## config.mk

```make
export PLATFORM = sky130hd
export DESIGN_NAME = gp_rom_regs
export DESIGN_NICKNAME = d
export VERILOG_FILES = /design/src/gp_rom_pkg.sv /design/src/gp_rom_regs.sv
export VERILOG_INCLUDE_DIRS = /design/src
export SDC_FILE = /design/constraint.sdc
export NUM_CORES = 1
export LEC_CHECK = 0
export ABC_AREA = 1
export BUFFER_PORTS_ARGS = -buffer_cell sky130_fd_sc_hd__buf_2
export CAP_MARGIN = 10
export CORE_MARGIN = 1.5
export CORE_UTILIZATION = 55
export DETAILED_ROUTE_END_ITERATION = 6
export PLACE_DENSITY = 0.83
export SETUP_SLACK_MARGIN = 0.15
export SLEW_MARGIN = 20
export SYNTH_ARGS = -nofsm -noshare
export SYNTH_HDL_FRONTEND = slang
export SYNTH_SLANG_ARGS = --single-unit
```

## constraint.sdc

```tcl
create_clock -name clock -period 2.3 [get_ports clock]
set_input_delay 0 -clock clock [delete_from_list [all_inputs] [get_ports clock]]
set_output_delay 0 -clock clock [all_outputs]
set_load 0.005 [all_outputs]
```

## src/gp_rom_defines.svh

```systemverilog
`ifndef GP_ROM_DEFINES_SVH
`define GP_ROM_DEFINES_SVH

// ----------------------------------------
// Register offsets
// ----------------------------------------
`define OFF_GPIO 8'hD8
`define OFF_ROM_CTL 8'hDC
`define OFF_CAP_HDR 8'hE0
`define OFF_DEV_CAP 8'hE4
`define OFF_ROM_RDATA 8'hF0

// ----------------------------------------
// Pin control fields
// ----------------------------------------
`define GPIO_IN_R 7:0
`define GPIO_DIR_R 15:8
`define GPIO_OUT_R 23:16

// ----------------------------------------
// Serial ROM control fields
// ----------------------------------------
`define ROM_START_B 0
`define ROM_PRELOAD_B 2
`define ROM_CMD_R 4:3
`define ROM_ADDR_R 15:5
`define ROM_DATA_R 31:16
`define ROM_RDATA_R 15:0

// ----------------------------------------
// Capability header fields and values
// ----------------------------------------
`define CAP_ID_R 7:0
`define CAP_NEXT_R 15:8
`define CAP_VER_R 19:16
`define CAP_TYPE_R 23:20
`define CAP_SLOT_B 24
`define CAP_MSG_R 29:25
`define CAP_ID_VAL 8'h10
`define CAP_NEXT_VAL 8'h00
`define CAP_VER_VAL 4'h1
`define CAP_TYPE_VAL 4'h1
`define CAP_SLOT_VAL 1'h0
`define CAP_MSG_VAL 5'h00

// ----------------------------------------
// Device capabilities fields and values
// ----------------------------------------
`define DCAP_PAYLOAD_R 2:0
`define DCAP_PHANTOM_R 4:3
`define DCAP_PAYLOAD_VAL 3'h0
`define DCAP_PHANTOM_VAL 2'h0

// ----------------------------------------
// Reset values
// ----------------------------------------
`define ZERO2 2'h0
`define ZERO8 8'h00
`define ZERO11 11'h000
`define ZERO16 16'h0000
`define ZERO32 32'h00000000

`endif

```

## src/gp_rom_pkg.sv

```systemverilog
package gp_rom_pkg;

	// Serial ROM operation command
	typedef enum logic [1:0] {
		CMD_RSV_LO = 2'h0,
		CMD_WRITE = 2'h1,
		CMD_READ = 2'h2,
		CMD_RSV_HI = 2'h3
	} rom_cmd_t;

	// Serial ROM access engine
	typedef enum logic {
		ST_IDLE,
		ST_BUSY
	} rom_state_t;

endpackage

```

## src/gp_rom_regs.sv

```systemverilog
// Decided for this implementation: the plain strobed port.
`timescale 1ns/1ns
`include "gp_rom_defines.svh"

module gp_rom_regs (
	input wire logic clock,
	input wire logic rst,
	input wire logic [7:0] addr,
	input wire logic [31:0] wr_data,
	input wire logic wr_en,
	input wire logic rd_en,
	output logic [31:0] rd_data,
	input wire logic [7:0] gpio_in,
	output logic [7:0] gpio_out,
	output logic [7:0] gpio_oe,
	output logic rom_req,
	output logic rom_write,
	output logic [10:0] rom_addr,
	output logic [15:0] rom_wdata,
	output logic rom_preload_en,
	input wire logic rom_done,
	input wire logic [15:0] rom_rdata
);

	// ----------------------------------------
	// Storage
	// ----------------------------------------
	logic [7:0] pin_level_reg;
	logic [7:0] pin_dir_reg;
	logic [7:0] pin_val_reg;
	logic start_reg;
	logic preload_reg;
	logic [1:0] cmd_reg;
	logic [10:0] waddr_reg;
	logic [15:0] wbuf_reg;
	logic [15:0] fetched_reg;
	logic [31:0] rd_data_reg;
	logic req_reg;
	logic write_reg;
	logic [10:0] rom_addr_reg;
	logic [15:0] rom_wdata_reg;
	gp_rom_pkg::rom_state_t state_reg;
	logic [31:0] read_mux;
	logic cmd_valid;
	logic launch;
	logic finish;

	// ----------------------------------------
	// Decode
	// ----------------------------------------
	logic wr_gpio;
	logic wr_rom;
	assign wr_gpio = wr_en && (addr == `OFF_GPIO);
	assign wr_rom = wr_en && (addr == `OFF_ROM_CTL);
	assign cmd_valid = (cmd_reg == gp_rom_pkg::CMD_WRITE) || (cmd_reg == gp_rom_pkg::CMD_READ);
	assign launch = (state_reg == gp_rom_pkg::ST_IDLE) && start_reg && cmd_valid;
	assign finish = (state_reg == gp_rom_pkg::ST_BUSY) && rom_done;

	// ----------------------------------------
	// General purpose pins
	// ----------------------------------------
	// pin sampling
	always_ff @(posedge clock) begin
		if (rst) begin
			pin_level_reg <= `ZERO8;
		end else begin
			pin_level_reg <= gpio_in;
		end
	end

	always_ff @(posedge clock) begin
		if (rst) begin
			pin_dir_reg <= `ZERO8;
		end else if (wr_gpio) begin
			pin_dir_reg <= wr_data[`GPIO_DIR_R];
		end
	end

	always_ff @(posedge clock) begin
		if (rst) begin
			pin_val_reg <= `ZERO8;
		end else if (wr_gpio) begin
			pin_val_reg <= wr_data[`GPIO_OUT_R];
		end
	end

	// drive only outputs; the level alone is harmless when not enabled
	assign gpio_oe = pin_dir_reg;
	assign gpio_out = pin_val_reg;

	// ----------------------------------------
	// Serial ROM control fields
	// ----------------------------------------
	// start, set wins over done
	always_ff @(posedge clock) begin
		if (rst) begin
			start_reg <= 1'b0;
		end else if (wr_rom && wr_data[`ROM_START_B]) begin
			start_reg <= 1'b1;
		end else if (wr_rom) begin
			// A zero written as the cycle ends must not re-arm a second launch
			start_reg <= start_reg && (state_reg == gp_rom_pkg::ST_BUSY) && !finish;
		end else if (finish) begin
			start_reg <= 1'b0;
		end else if (start_reg && !cmd_valid && state_reg == gp_rom_pkg::ST_IDLE) begin
			start_reg <= 1'b0; // Reserved command: drop the start
		end
	end

	always_ff @(posedge clock) begin
		if (rst) begin
			preload_reg <= 1'b0;
		end else if (wr_rom) begin
			preload_reg <= wr_data[`ROM_PRELOAD_B];
		end
	end
	assign rom_preload_en = preload_reg;

	always_ff @(posedge clock) begin
		if (rst) begin
			cmd_reg <= `ZERO2;
			waddr_reg <= `ZERO11;
			wbuf_reg <= `ZERO16;
		end else if (wr_rom) begin
			cmd_reg <= wr_data[`ROM_CMD_R];
			waddr_reg <= wr_data[`ROM_ADDR_R];
			wbuf_reg <= wr_data[`ROM_DATA_R];
		end
	end

	// ----------------------------------------
	// Serial ROM access engine
	// ----------------------------------------
	// one cycle per start
	always_ff @(posedge clock) begin
		if (rst) begin
			state_reg <= gp_rom_pkg::ST_IDLE;
		end else begin
			case (state_reg)
				gp_rom_pkg::ST_IDLE: begin
					if (launch) begin
						state_reg <= gp_rom_pkg::ST_BUSY;
					end
				end
				gp_rom_pkg::ST_BUSY: begin
					if (rom_done) begin
						state_reg <= gp_rom_pkg::ST_IDLE;
					end
				end
				default: begin
					state_reg <= gp_rom_pkg::ST_IDLE;
				end
			endcase
		end
	end

	// latch operands at launch so later writes cannot disturb a cycle
	always_ff @(posedge clock) begin
		if (rst) begin
			req_reg <= 1'b0;
			write_reg <= 1'b0;
			rom_addr_reg <= `ZERO11;
			rom_wdata_reg <= `ZERO16;
		end else begin
			req_reg <= launch;
			if (launch) begin
				write_reg <= (cmd_reg == gp_rom_pkg::CMD_WRITE);
				rom_addr_reg <= waddr_reg;
				rom_wdata_reg <= wbuf_reg;
			end
		end
	end
	assign rom_req = req_reg;
	assign rom_write = write_reg;
	assign rom_addr = rom_addr_reg;
	assign rom_wdata = rom_wdata_reg;

	always_ff @(posedge clock) begin
		if (rst) begin
			fetched_reg <= `ZERO16;
		end else if (finish && !write_reg) begin
			fetched_reg <= rom_rdata;
		end
	end

	// ----------------------------------------
	// Read path
	// ----------------------------------------
	// Unmapped offsets and reserved bits read zero
	always_comb begin
		read_mux = `ZERO32;
		case (addr)
			`OFF_GPIO: begin
				read_mux[`GPIO_IN_R] = pin_level_reg;
				read_mux[`GPIO_DIR_R] = pin_dir_reg;
				read_mux[`GPIO_OUT_R] = pin_val_reg;
			end
			`OFF_ROM_CTL: begin
				read_mux[`ROM_START_B] = start_reg;
				read_mux[`ROM_PRELOAD_B] = preload_reg;
				read_mux[`ROM_CMD_R] = cmd_reg;
				read_mux[`ROM_ADDR_R] = waddr_reg;
				read_mux[`ROM_DATA_R] = wbuf_reg;
			end
			`OFF_CAP_HDR: begin
				read_mux[`CAP_ID_R] = `CAP_ID_VAL;
				read_mux[`CAP_NEXT_R] = `CAP_NEXT_VAL;
				read_mux[`CAP_VER_R] = `CAP_VER_VAL;
				read_mux[`CAP_TYPE_R] = `CAP_TYPE_VAL;
				read_mux[`CAP_SLOT_B] = `CAP_SLOT_VAL;
				read_mux[`CAP_MSG_R] = `CAP_MSG_VAL;
			end
			`OFF_DEV_CAP: begin
				read_mux[`DCAP_PAYLOAD_R] = `DCAP_PAYLOAD_VAL;
				read_mux[`DCAP_PHANTOM_R] = `DCAP_PHANTOM_VAL;
			end
			`OFF_ROM_RDATA: begin
				read_mux[`ROM_RDATA_R] = fetched_reg;
			end
			default: begin
				read_mux = `ZERO32;
			end
		endcase
	end

	// Data valid only in the cycle after the strobe
	always_ff @(posedge clock) begin
		if (rst) begin
			rd_data_reg <= `ZERO32;
		end else if (rd_en) begin
			rd_data_reg <= read_mux;
		end else begin
			rd_data_reg <= `ZERO32;
		end
	end
	assign rd_data = rd_data_reg;
endmodule // gp_rom_regs

```

## After elaboration in Yosys (flattened, before gate mapping)

Index checks and enable logic that the tools add are counted.

| storage, ports and cells | value |
|---|---|
| register bits | 133 |
| input bits | 69 |

| cells by class | value |
|---|---|
| equality and inequality tests | 6 |
| muxes and demuxes | 12 |
| reduce and logical (&&, ||, !) cells | 18 |
| bitwise gates (word level) | 3 |

Operators with widths:

| kind | count |
|---|---|
| one-hot mux 11 bit (3 select lines) | 1 |
| == test 8 bit, second input constant | 4 |
| one-hot mux 8 bit (3 select lines) | 1 |
| one-hot mux 3 bit (4 select lines) | 1 |
| logical AND 1 bit | 11 |
| two-way mux 1 bit | 6 |
| one-hot mux 1 bit (2 select lines) | 2 |
| nonzero test 4 bit | 1 |
| zero test 1 bit | 3 |
| NOT 1 bit | 3 |
| one-hot mux 1 bit (3 select lines) | 1 |
| OR reduction 3 bit | 1 |
| == test 2 x 1 -> 1 bit, second input constant | 1 |
| == test 2 bit, second input constant | 1 |
| OR reduction 2 bit | 1 |
| logical OR 1 bit | 1 |

## Logic depth before layout (Yosys ltp)

Gate-level depths: netlist (run 1).

| logic depth | value |
|---|---|
| word-level depth | 9 |
| gate-level depth with buffers | 10 |
| mapped depth without buffers | 9 |

## Worst setup path before layout (run 1)

Ideal clock, no wire load.

| path | value |
|---|---|
| path kind | register to register |
| from | register cmd_reg[1] |
| to | register rom_addr_reg[8] (netlist: rom_addr[8]) |
| clock period less this slack | 1.406 ns |
| data required time | 2.230 ns |
| arrival time | 1.337 ns |
| path buffers | 2 |
| setup slack | 0.894 ns |
| cell stages (with the launch flop) | 10 |
| library setup time | 0.070 ns |
| cell sequence | dfxtp_1 > inv_1 > ha_1 > nor2_1 > nand2_1 > inv_1 > buf_2 > buf_2 > o21ai_0 > a21oi_1 |

| on the way | value |
|---|---|
| longest elaborated chain between the ends | 3 |

Ends and longest elaborated chain:

| item | line | text |
|---|---|---|
| from (decl) | gp_rom_regs.sv:33 | `logic [1:0] cmd_reg;` |
| from (signal assigned) | gp_rom_regs.sv:121 | `` cmd_reg <= `ZERO2; `` |
| from (signal assigned) | gp_rom_regs.sv:125 | `` cmd_reg <= wr_data[`ROM_CMD_R]; `` |
| == test 2 x 1 -> 1 bit / == test 2 bit (equally long branches) | gp_rom_regs.sv:55 | `assign cmd_valid = (cmd_reg == gp_rom_pkg::CMD_WRITE) \|\| (cmd_reg == gp_rom_pkg::CMD_READ);` |
| logical OR 1 bit * | gp_rom_regs.sv:55 |  |
| logical AND 1 bit * | gp_rom_regs.sv:56 | `assign launch = (state_reg == gp_rom_pkg::ST_IDLE) && start_reg && cmd_valid;` |
| to (signal assigned) | gp_rom_regs.sv:162 | `` rom_addr_reg <= `ZERO11; `` |
| to (signal assigned) | gp_rom_regs.sv:168 | `rom_addr_reg <= waddr_reg;` |
| to (decl) | gp_rom_regs.sv:40 | `logic [10:0] rom_addr_reg;` |

Mark *: on every way between the ends. The rest lies on a longest branch, timed or not.
A chain may end at the register's enable or synchronous reset.

## Worst setup path after layout (run 1)

| path | value |
|---|---|
| from | input addr[5] |
| to | register wbuf_reg[7] |

| on the way | value |
|---|---|
| longest elaborated chain between the ends | 2 |

Ends and longest elaborated chain:

| item | line | text |
|---|---|---|
| from (decl) | gp_rom_regs.sv:8 | `input wire logic [7:0] addr,` |
| == test 8 bit | - |  |
| logical AND 1 bit | gp_rom_regs.sv:54 | `` assign wr_rom = wr_en && (addr == `OFF_ROM_CTL); `` |
| to (signal assigned) | gp_rom_regs.sv:123 | `` wbuf_reg <= `ZERO16; `` |
| to (signal assigned) | gp_rom_regs.sv:127 | `` wbuf_reg <= wr_data[`ROM_DATA_R]; `` |
| to (decl) | gp_rom_regs.sv:35 | `logic [15:0] wbuf_reg;` |

Every way passes these cells.

==> results of run 1 <==
-- cell usage in the layout (no fill, tap or decap), types with 6 or more instances in the layout --
cell type,Yosys,layout
inv_1,55,55
buf_2,6,145
dlygate4sd3_1,0,73
nand3_1,28,28
nor2_1,113,113
buf_4,5,6
a21oi_1,51,51
clkbuf_16,0,16
nand2_2,14,14
nand2_1,85,85
o21ai_1,11,11
dfxtp_1,133,133
o21ai_0,70,70
a21oi_2,8,8
-- synth_stat cells --
cell type,count
nand3_2,5
nand3_1,28
ha_1,1
a21oi_2,8
nor2_1,113
buf_1,3
nand2_2,14
nand4_1,1
buf_2,6
inv_2,5
a21oi_1,51
buf_6,1
inv_1,55
nand2_1,85
o21ai_0,70
nand2_4,1
nor3_1,1
dfxtp_1,133
nor2_4,1
o21ai_1,11
buf_8,1
nor2_8,2
clkbuf_1,17
buf_4,5
-- kinds of logic (layout without fill, tap and decap cells) --
logic type,after synthesis,count (layout)
other,0,2
AO/OA/AOI/OAI,140,140
flip-flops,133,133
AND/OR/NAND/NOR,251,251
adder cells (fa/ha/maj),1,1
buffers and inverters,93,316
-- worst reg2reg max path: stages (launching register included) --
cell and delay (ps):
dfxtp_1 360, inv_1 70, ha_1 270, nor2_1 80
nand2_1 230, inv_1 140, buf_4 250, nand2_1 80
nand3_1 80, nand2_1 70, inv_1 80
-- area by class of cell --
cell class / instances / area, um^2
flip-flops and latches: 133 / 2663
multi-input cells: 392 / 1838
fillers: 505 / 1728
repair buffers: 224 / 1501
clock buffers: 18 / 427.9
inverters: 60 / 226.5
clock inverters: 14 / 153.9
well taps: 108 / 135.1
diodes: 2 / 5.005
-- timing repair --
action / 4_1_cts / 5_1_grt
hold endpoints to repair: 81 / 0
setup endpoints to repair: 0 / 1
resized for setup: 0 / 1
hold buffers: 73 / 0
-- per-layer routing --
metal,vias up,part of all wire [%],routed length (um),GRT usage [%]
met5,-,0,0,0
met4,0,6.0,967,20.11
met3,105,10,1646,9.928
met2,370,46,7485,55.14
met1,2342,38,6146,40.66
li1,2381,-,-,-
-- power by group through the flow --
stage / Combinational (W) / Sequential, W / Clock, W
2_1_floorplan: 0.0000687 / 0.00237 / 0
3_3_place_gp: 0.000148 / 0.00237 / 0
3_5_place_dp: 0.000153 / 0.00237 / 0
4_1_cts: 0.000244 / 0.00232 / 0.00263
5_1_grt: 0.000273 / 0.00232 / 0.00275
6_report: 0.000257 / 0.00232 / 0.00263
-- per-stage QoR --
step / utilization, % / setup WS (ps) / cell area [um^2]
final: 80.09 / 375.5 / 6950
after global routing: 80.03 / 267.6 / 6945
after CTS: 80.02 / 397.8 / 6944
after detailed placement: 64.89 / 612.8 / 5632
after global placement: 64.89 / 694.8 / 5632
after floorplan: - / 893.7 / 4895
-- path summary, 6_finish.rpt --
| check | startpoint | to | slack (ps) | cells after the start |
|---|---|---|---|---|
| setup / recovery | addr[5] | wbuf_reg[7] | 380 | 10 |
| hold / removal | addr[4] | rd_data[20] | 30 | 6 |
| setup reg to reg | cmd_reg[1] | start_reg | 540 | 10 |
| hold reg to reg | wbuf_reg[10] | rd_data[26] | 470 | 2 |
==> results.yml, run 1 <==
outcome:
  status: "finished, final reports clean"
finish:
  largest_reg_flops: 32
  area_growth_pct: 42.00
  final_cells: 951
  nNetsFinal: 898
  drive_gt1_share_pct: 26.04
sta:
  period_needed_ps: 1924
  finalMaxSlewViolations: 0
  slew_headroom_pct: 54.81
  rsz0062_at_grt: "no"
  skew_ps: 5.705
  worst_pin_slew_ps: 677.8
  period_share_pct: 83.67
  fin_setup_tns_ps: 0
  fin_hold_ws_ps: 32.11
  hold_violations: 0
  setup_viol: 0
  max_freq_ghz: 0.5196
power_and_ir_drop:
  finalPower_w: 0.005207
  p_leak_nw: 3.350
  comb_power_share_pct: 4.9
  pwr-share-seq_pct: 44.5
  swShare_pct: 22.62
  power.density_nw_per_um2: 749.1
  peakVddDrop_mv: 0.5403
  pwr-share-clk_pct: 50.6
  intPower_w: 0.004029
  p_switching_w: 0.001178
detailed_routing:
  antenna_left: 0
  drc_errors: 0
  via_per_inst: 5.466
  vias: 5198
  wire_per_inst_um: 17.08
  first_pass_iters: 7
  first_iter_violations: 583
  routed_wl_um: 16250
setup_path:
  cp_slowest_cell: "dlygate4sd3_1"
  crit_path_start_kind: "input pin"
  required_ps: 2760
  worst-path-buf-inv: 5
  worst-path-max-fanout: 29
  critPathKind: "in -> reg"
  crit_chain: "dlygate4sd3_1 > buf_2 > inv_2 > nand2_2 > nor2_8 > nand2_2 > clkinv_2 > nand3_2 > a21oi_1 > dlygate4sd3_1"
  cpLargestDelayFamily: "buffers and inverters"
  critPathMaxStageDelay_ps: 570
  setup.worst_path.end_class: "register"
  worst_ep_arrival_time_ps: 2380
clock_tree:
  numCtsBuffers: 17
  cts_max_path_buffers: 2
  clk_latency_ps: 520
  cts_root_buf: "clkbuf_8"
  clock-sinks: 133
  cts.clk_slew.worst_paths_ps: 60
  cts_tree: "done"
  h-tree-depth: 4
  cts_setup_buffers: 0
placement:
  portBuffers: 145
  dp_cells: 844
  dpl.hpwl_um: 8538
  globalplace.congestion: 0.9563
logic_synthesis:
  synth_top_family_by_area: "simple AND/OR/NAND/NOR gates"
  yosysTopAreaCell: "dfxtp_1"
  yosys.cell_types.count: 24
  postSynthCellCount: 618
  ys_seq_area_share_pct: 54.40
  synth.avg_cell_area_um2: 7.920
  ys.warnings.count: 0
  synth_nets: 688
  syn_area_um2: 4895
  synthAdderAreaFrac_pct: 0.2556
  synth_xor_xnor_area_share_pct: 0
  yosys.area_share.simple_pct: 22.37
  muxShareOfSynthArea_pct: 0
  synth_compound_area_share_pct: 14.93
  synth.area.top_cells: "dfxtp_1, nor2_1, o21ai_0"
  synth_top_area_share_pct: 54.40
  synth.ff_latch_count: 133
grt:
  grt.overflow.total: 0
  track_usage_pct: 34.21
  antenna_found_initial: 0
  grt_max_degree: 81
  grt_pass1_vias: 5144
  grt_first_pass_wirelength_um: 25730
job:
  drv_cap: 0
die:
  pin_count: 147
  coreArea_um2: 8678
  die_area_um2: 9474
  die_y_um: 97.34
  std_cell_rows: 34
  start_util_pct: 56.40
  die_w_um: 97.34
min_path:
  hp-class: "in -> reg"
(Power assumes the default switching activity.)
==> inputs of run 2 (changes only) <==
--- a/config.mk
+++ b/config.mk
@@ -6,13 +6,13 @@
 export SDC_FILE = /design/constraint.sdc
 export NUM_CORES = 1
 export LEC_CHECK = 0
-export ABC_AREA = 1
+export ABC_AREA = 0
 export BUFFER_PORTS_ARGS = -buffer_cell sky130_fd_sc_hd__buf_2
 export CAP_MARGIN = 10
 export CORE_MARGIN = 1.5
-export CORE_UTILIZATION = 55
+export CORE_UTILIZATION = 51
 export DETAILED_ROUTE_END_ITERATION = 6
-export PLACE_DENSITY = 0.83
+export PLACE_DENSITY = 0.78
 export SETUP_SLACK_MARGIN = 0.15
 export SLEW_MARGIN = 20
 export SYNTH_ARGS = -nofsm -noshare
==> constraint.sdc (replaced) <==
create_clock -name clock -period 2 [get_ports clock]
set_input_delay 0 -clock clock [delete_from_list [all_inputs] [get_ports clock]]
set_output_delay 0 -clock clock [all_outputs]
set_load 0.005 [all_outputs]
==> run 2 against run 1 <==
Combinational power is 32% higher. Die area is 13% higher. Clock power grew 14%. Sequential cell count unchanged. Register-to-register slack got worse by 210 ps. Wire length decreased by 11%. Critical endpoint is now rd_data[16].
==> results.yml, run 2 <==
sta:
  skew_ps: 7.510
  rsz0062_at_grt: "yes"
  setup_viol: 0
  fin_setup_tns_ps: 0
  finalMaxSlewViolations: 0
  max_freq_ghz: 0.5842
  worst_pin_slew_ps: 1046
  hold_violations: 0
  period_share_pct: 85.58
  slew_headroom_pct: 30.25
  period_needed_ps: 1712
logic_synthesis:
  yosys.cell_types.count: 33
  syn_area_um2: 5131
  yosysTopAreaCell: "dfxtp_1"
  ys.warnings.count: 0
  dominantRegCellSynth: "dfxtp_1"
  synth_top_area_share_pct: 51.89
  postSynthCellCount: 521
  synth.most_common_cell: "dfxtp_1"
  yosys.area_share.simple_pct: 15.61
  synth_xor_xnor_area_share_pct: 0
  synth_enable_flop_cells: 0
  synth_top_family_by_area: "compound AO/OA/AOI/OAI gates"
  synth_nets: 591
  synth_compound_area_share_pct: 17.46
  synth_common_cells: "dfxtp_1, a21oi_1, mux2i_1, nand4_1, o31ai_1"
  synth.ff_latch_count: 133
  async_reset_ff_share_pct: 0
  muxShareOfSynthArea_pct: 9.949
  ys_seq_area_share_pct: 51.89
  synthAdderAreaFrac_pct: 0.2438
  synth.avg_cell_area_um2: 9.849
  synth.area.top_cells: "dfxtp_1, mux2i_1, o31ai_1"
die:
  start_util_pct: 52.50
  std_cell_rows: 36
  pin_count: 147
  die_area_um2: 10670
  coreArea_um2: 9774
  die_y_um: 103.3
  die_w_um: 103.3
detailed_routing:
  vias: 4808
  drc_errors: 0
  first_iter_violations: 255
  wire_per_inst_um: 17.04
  routed_wl_um: 14500
  antenna_left: 0
  via_per_inst: 5.650
  first_pass_iters: 5
job:
  drv_cap: 0
placement:
  globalplace.congestion: 0.8076
  place_area_um2: 5971
  dpl.hpwl_um: 8521
  portBuffers: 145
grt:
  antenna_found_initial: 0
  track_usage_pct: 27.75
  grt_first_pass_wirelength_um: 22540
  grt_max_degree: 102
  grt.overflow.total: 0
  grt_pass1_vias: 4581
setup_path:
  crit_path_start_kind: "input pin"
  cp_slowest_cell: "dlygate4sd3_1"
  reg2reg_depth: 6
  cpLargestDelayFamily: "buffers and inverters"
  rr_endpoint: "rom_wdata[7]"
  crit_top_cell: "dlygate4sd3_1"
  worst-path-buf-inv: 4
  r2r_start: "cmd_reg[1]"
  setup.worst_path.end_class: "register"
  required_ps: 2460
  worst_ep_arrival_time_ps: 2170
  worst-path-max-fanout: 17
  endpoint: "rd_data[16]"
  critPathKind: "in -> reg"
  cp.depth: 7
  crit_start: "addr[4]"
  critPathMaxStageDelay_ps: 610
  crit_chain: "dlygate4sd3_1 > buf_2 > nand2_1 > or4_4 > buf_12 > o32ai_1 > dlygate4sd3_1"
  rrSetupSlack_ps: 330
finish:
  fin_util_pct: 73.48
  fillers: 681
  drive_gt1_share_pct: 27.99
  area_growth_pct: 39.97
  nNetsFinal: 775
  final_area_um2: 7182
  largest_reg_flops: 32
  final_common_cell: "buf_2"
  final_cell_mix: "buf_2, dfxtp_1, a21oi_1"
  antenna_cells: 0
clock_tree:
  h-tree-depth: 4
  clock-sinks: 133
  cts_tree: "done"
  cts_max_path_buffers: 2
  numCtsBuffers: 17
  cts.clk_slew.worst_paths_ps: 60
  clk_latency_ps: 520
  cts_root_buf: "clkbuf_8"
min_path:
  hp-start: "addr[5]"
  hp-class: "in -> reg"
power_and_ir_drop:
  power.density_nw_per_um2: 837.9
  p_leak_nw: 2.889
  peakVddDrop_mv: 0.4618
  finalPower_w: 0.006018
outcome:
  status: "finished, final reports clean"
-- run 2: timing repair --
item	in CTS	in global routing
endpoints found under the setup margin	0	2
resized for setup	0	2
endpoints found under the hold margin	76	6
hold buffers	62	1
buffers inserted	0	0
-- run 2: worst min path at each step --
stage / endpoint / slack, ps / cells past startpoint
5_1_grt: rd_data[11] / 30 / 4
4_1_cts: rd_data[19] / 30 / 3
3_3_place_gp: pin_level_reg[5] / 210 / 2
3_5_place_dp: pin_level_reg[4] / 220 / 2
6_report: rd_data[11] / 30 / 4
2_1_floorplan: rd_data[16] / 120 / 1
-- run 2: layer usage --
layer  GRT usage, %  vias to the layer above  share of wire [%]
met5              0                        -                  0
met3          7.056                       39                6.5
li1               -                     2286                  -
met2          45.90                      201                 49
met4          13.10                        0                2.6
met1          33.98                     2282                 42
-- run 2: final cells by class --
class                           count  area, um^2  area share (%)
Tap cell                          133       166.4           2.317
Clock inverter                      9       127.6           1.777
Timing Repair Buffer              221        1534           21.36
Inverter                            4       15.01          0.2091
Sequential cell                   133        2663           37.07
Clock buffer                       23       446.7           6.220
Multi-Input combinational cell    328        2230           31.05
-- run 2: tightest hold or removal path, delay by kind of cell --
family	cells	cell delay, ps
buffers and inverters	2	280
AND/OR/NAND/NOR	1	160
AO/OA/AOI/OAI	1	60
-- run 2: power breakdown --
part | switching [W] | internal (W)
registers | 0.00000293 | 0.00266
logic | 0.000175 | 0.000165
clock network | 0.00109 | 0.00192
total | 0.00127 | 0.00475
-- run 2: logic make-up (layout without fill, tap and decap cells) --
| group | after synthesis | after routing |
|---|---|---|
| buffers and inverters | 60 | 257 |
| adder cells (fa/ha/maj) | 1 | 1 |
| multiplexers | 51 | 51 |
| AO/OA/AOI/OAI | 129 | 129 |
| AND/OR/NAND/NOR | 147 | 147 |
| flip-flops | 133 | 133 |
-- run 2: stage by stage --
step / std cells / worst slack [ps] / hold slack [ps]
2_1_floorplan: 521 / 349.2 / 118.7
3_3_place_gp: 756 / 421.7 / 214.4
3_5_place_dp: 756 / 350.1 / 216.1
4_1_cts: 850 / 189.0 / 29.95
5_1_grt: 851 / 198.5 / 29.73
6_report: 851 / 288.4 / 28.60
==> inputs of run 3 (changes only) <==
--- a/config.mk
+++ b/config.mk
@@ -9,11 +9,12 @@
 export ABC_AREA = 0
 export BUFFER_PORTS_ARGS = -buffer_cell sky130_fd_sc_hd__buf_2
 export CAP_MARGIN = 10
+export CELL_PAD_IN_SITES_DETAIL_PLACEMENT = 1
+export CELL_PAD_IN_SITES_GLOBAL_PLACEMENT = 2
 export CORE_MARGIN = 1.5
-export CORE_UTILIZATION = 51
+export CORE_UTILIZATION = 31
 export DETAILED_ROUTE_END_ITERATION = 6
 export PLACE_DENSITY = 0.78
-export SETUP_SLACK_MARGIN = 0.15
 export SLEW_MARGIN = 20
 export SYNTH_ARGS = -nofsm -noshare
 export SYNTH_HDL_FRONTEND = slang
==> run 3 against run 2 <==
Setup slack lost 130 ps. Utilization is 28 points lower. Hold slack improved by 19 ps. Largest power group unchanged. Via count decreased by 0.89%. Clock power hardly changed. Critical path type unchanged. Non-clock buffer count down 3. Wire length is 13% higher. Die area up 62%. Combinational power is essentially flat. Clock skew about the same. Sequential share of layout area fell by 0.17 points. Sequential cell count unchanged.
==> results.yml, run 3 (synthesis results as in run 2) <==
die:
  std_cell_rows: 46
  die_y_um: 131.7
  die_area_um2: 17330
  start_util_pct: 32.07
  coreArea_um2: 16000
  die_w_um: 131.7
  pin_count: 147
sta:
  setup_ws_ps: 161.1
  finalMaxSlewViolations: 0
  period_share_pct: 91.95
  slew_headroom_pct: 27.56
  skew_ps: 7.015
  hold_violations: 0
  fin_hold_ws_ps: 47.42
  max_freq_ghz: 0.5438
  fin_setup_tns_ps: 0
  worst_pin_slew_ps: 1087
  rsz0062_at_grt: "no"
  setup_viol: 0
  period_needed_ps: 1839
min_path:
  holdPathStages: 3
  hp-class: "in -> reg"
grt:
  antenna_found_initial: 0
  grt_max_degree: 102
  grt_first_pass_wirelength_um: 26740
  grt.overflow.total: 0
  grt_pass1_vias: 5026
  track_usage_pct: 19.42
placement:
  dp_cells: 840
  place_area_um2: 6047
  portBuffers: 145
  pre_cts_ws_ps: 286.7
  globalplace.congestion: 0.7794
  dpl.hpwl_um: 10400
detailed_routing:
  wl_met1_um: 7422
  wire_per_inst_um: 17.57
  first_iter_violations: 271
  drc_errors: 0
  via_per_inst: 5.118
  met2_length_um: 7774
  highest_layer: "met4"
  wl_met3_um: 857
  first_pass_iters: 4
  routed_wl_um: 16360
  antenna_left: 0
  vias: 4765
clock_tree:
  cts_setup_buffers: 0
  clock-sinks: 133
  cts.clk_slew.worst_paths_ps: 60
  h-tree-depth: 4
  clk_latency_ps: 420
  numCtsBuffers: 17
  cts_root_buf: "clkbuf_16"
  cts_tree: "done"
  cts_max_path_buffers: 2
setup_path:
  cp_slowest_cell: "dlygate4sd3_1"
  critPathMaxStageDelay_ps: 590
  worst-path-max-fanout: 17
  crit_chain: "dlygate4sd3_1 > buf_2 > nand2_1 > or4_4 > buf_12 > o32ai_1 > dlygate4sd3_1"
  setup.worst_path.end_class: "register"
  crit_path_start_kind: "input pin"
  crit_top_cell: "dlygate4sd3_1"
  worst_ep_arrival_time_ps: 2200
  reg2reg_depth: 6
  required_ps: 2360
  critPathKind: "in -> reg"
finish:
  largest_reg_flops: 32
  drive_gt1_share_pct: 28.81
  final_area_um2: 7216
  final_common_cell: "buf_2"
  fillers: 1852
  area_growth_pct: 40.62
  final_cell_mix: "buf_2, dfxtp_1, a21oi_1"
  nNetsFinal: 772
  final_cells: 931
  antenna_cells: 0
power_and_ir_drop:
  p_leak_nw: 2.879
  power.density_nw_per_um2: 834.1
  peakVddDrop_mv: 0.5901
job:
  drv_cap: 0
outcome:
  status: "finished, final reports clean"
## run 3: metal layers
metal  GRT usage (%)  up-vias
li1                -     2267
met1           23.89     2334
met3           4.900       21
met2           32.51      143
met5               0        -
met4           7.593        0
## run 3: layout make-up
cell class	instances	area, um^2	area share (%)
clock buffers	24	501.7	6.953
clock inverters	8	72.57	1.006
inverters	4	15.01	0.2081
multi-input cells	328	2230	30.90
flip-flops and latches	133	2663	36.90
well taps	216	270.3	3.745
repair buffers	218	1464	20.29
## run 3: critical path, delay by kind of cell
| kind | cells | cell delay [ps] |
|---|---|---|
| AOI/OAI and AO/OA | 1 | 100 |
| buffers and inverters | 4 | 1480 |
| and+or+nand+nor | 2 | 600 |
## run 3: stage by stage
stage,util (%),total power [W]
floorplan,-,0.002842
global placement,37.79,0.002965
detailed placement,37.79,0.002969
CTS,45.07,0.006060
global route,45.10,0.006218
finish,45.10,0.006018
## run 3: final timing paths
path	endpoint	slack [ps]	start
max	rd_data[20]	160	addr[4]
min	rd_data[23]	50	addr[5]
max reg2reg	rom_wdata[11]	300	cmd_reg[1]
min reg2reg	fetched_reg[15]	460	fetched_reg[15]
## run 3: power breakdown
group / internal, W / switching, W / leakage, nW / total, W
registers: 0.00266 / 0.00000302 / 1.07 / 0.00266
logic: 0.000161 / 0.000179 / 1.53 / 0.000339
clock network: 0.00187 / 0.00115 / 0.278 / 0.00302
total: 0.00469 / 0.00133 / 2.88 / 0.00602
## run 3: repair_timing
action / 4_1_cts / 5_1_grt
setup endpoints to repair: 0 / 1
gates resized for setup: 0 / 1
hold buffers: 59 / 0
endpoints found under the hold margin: 75 / 0
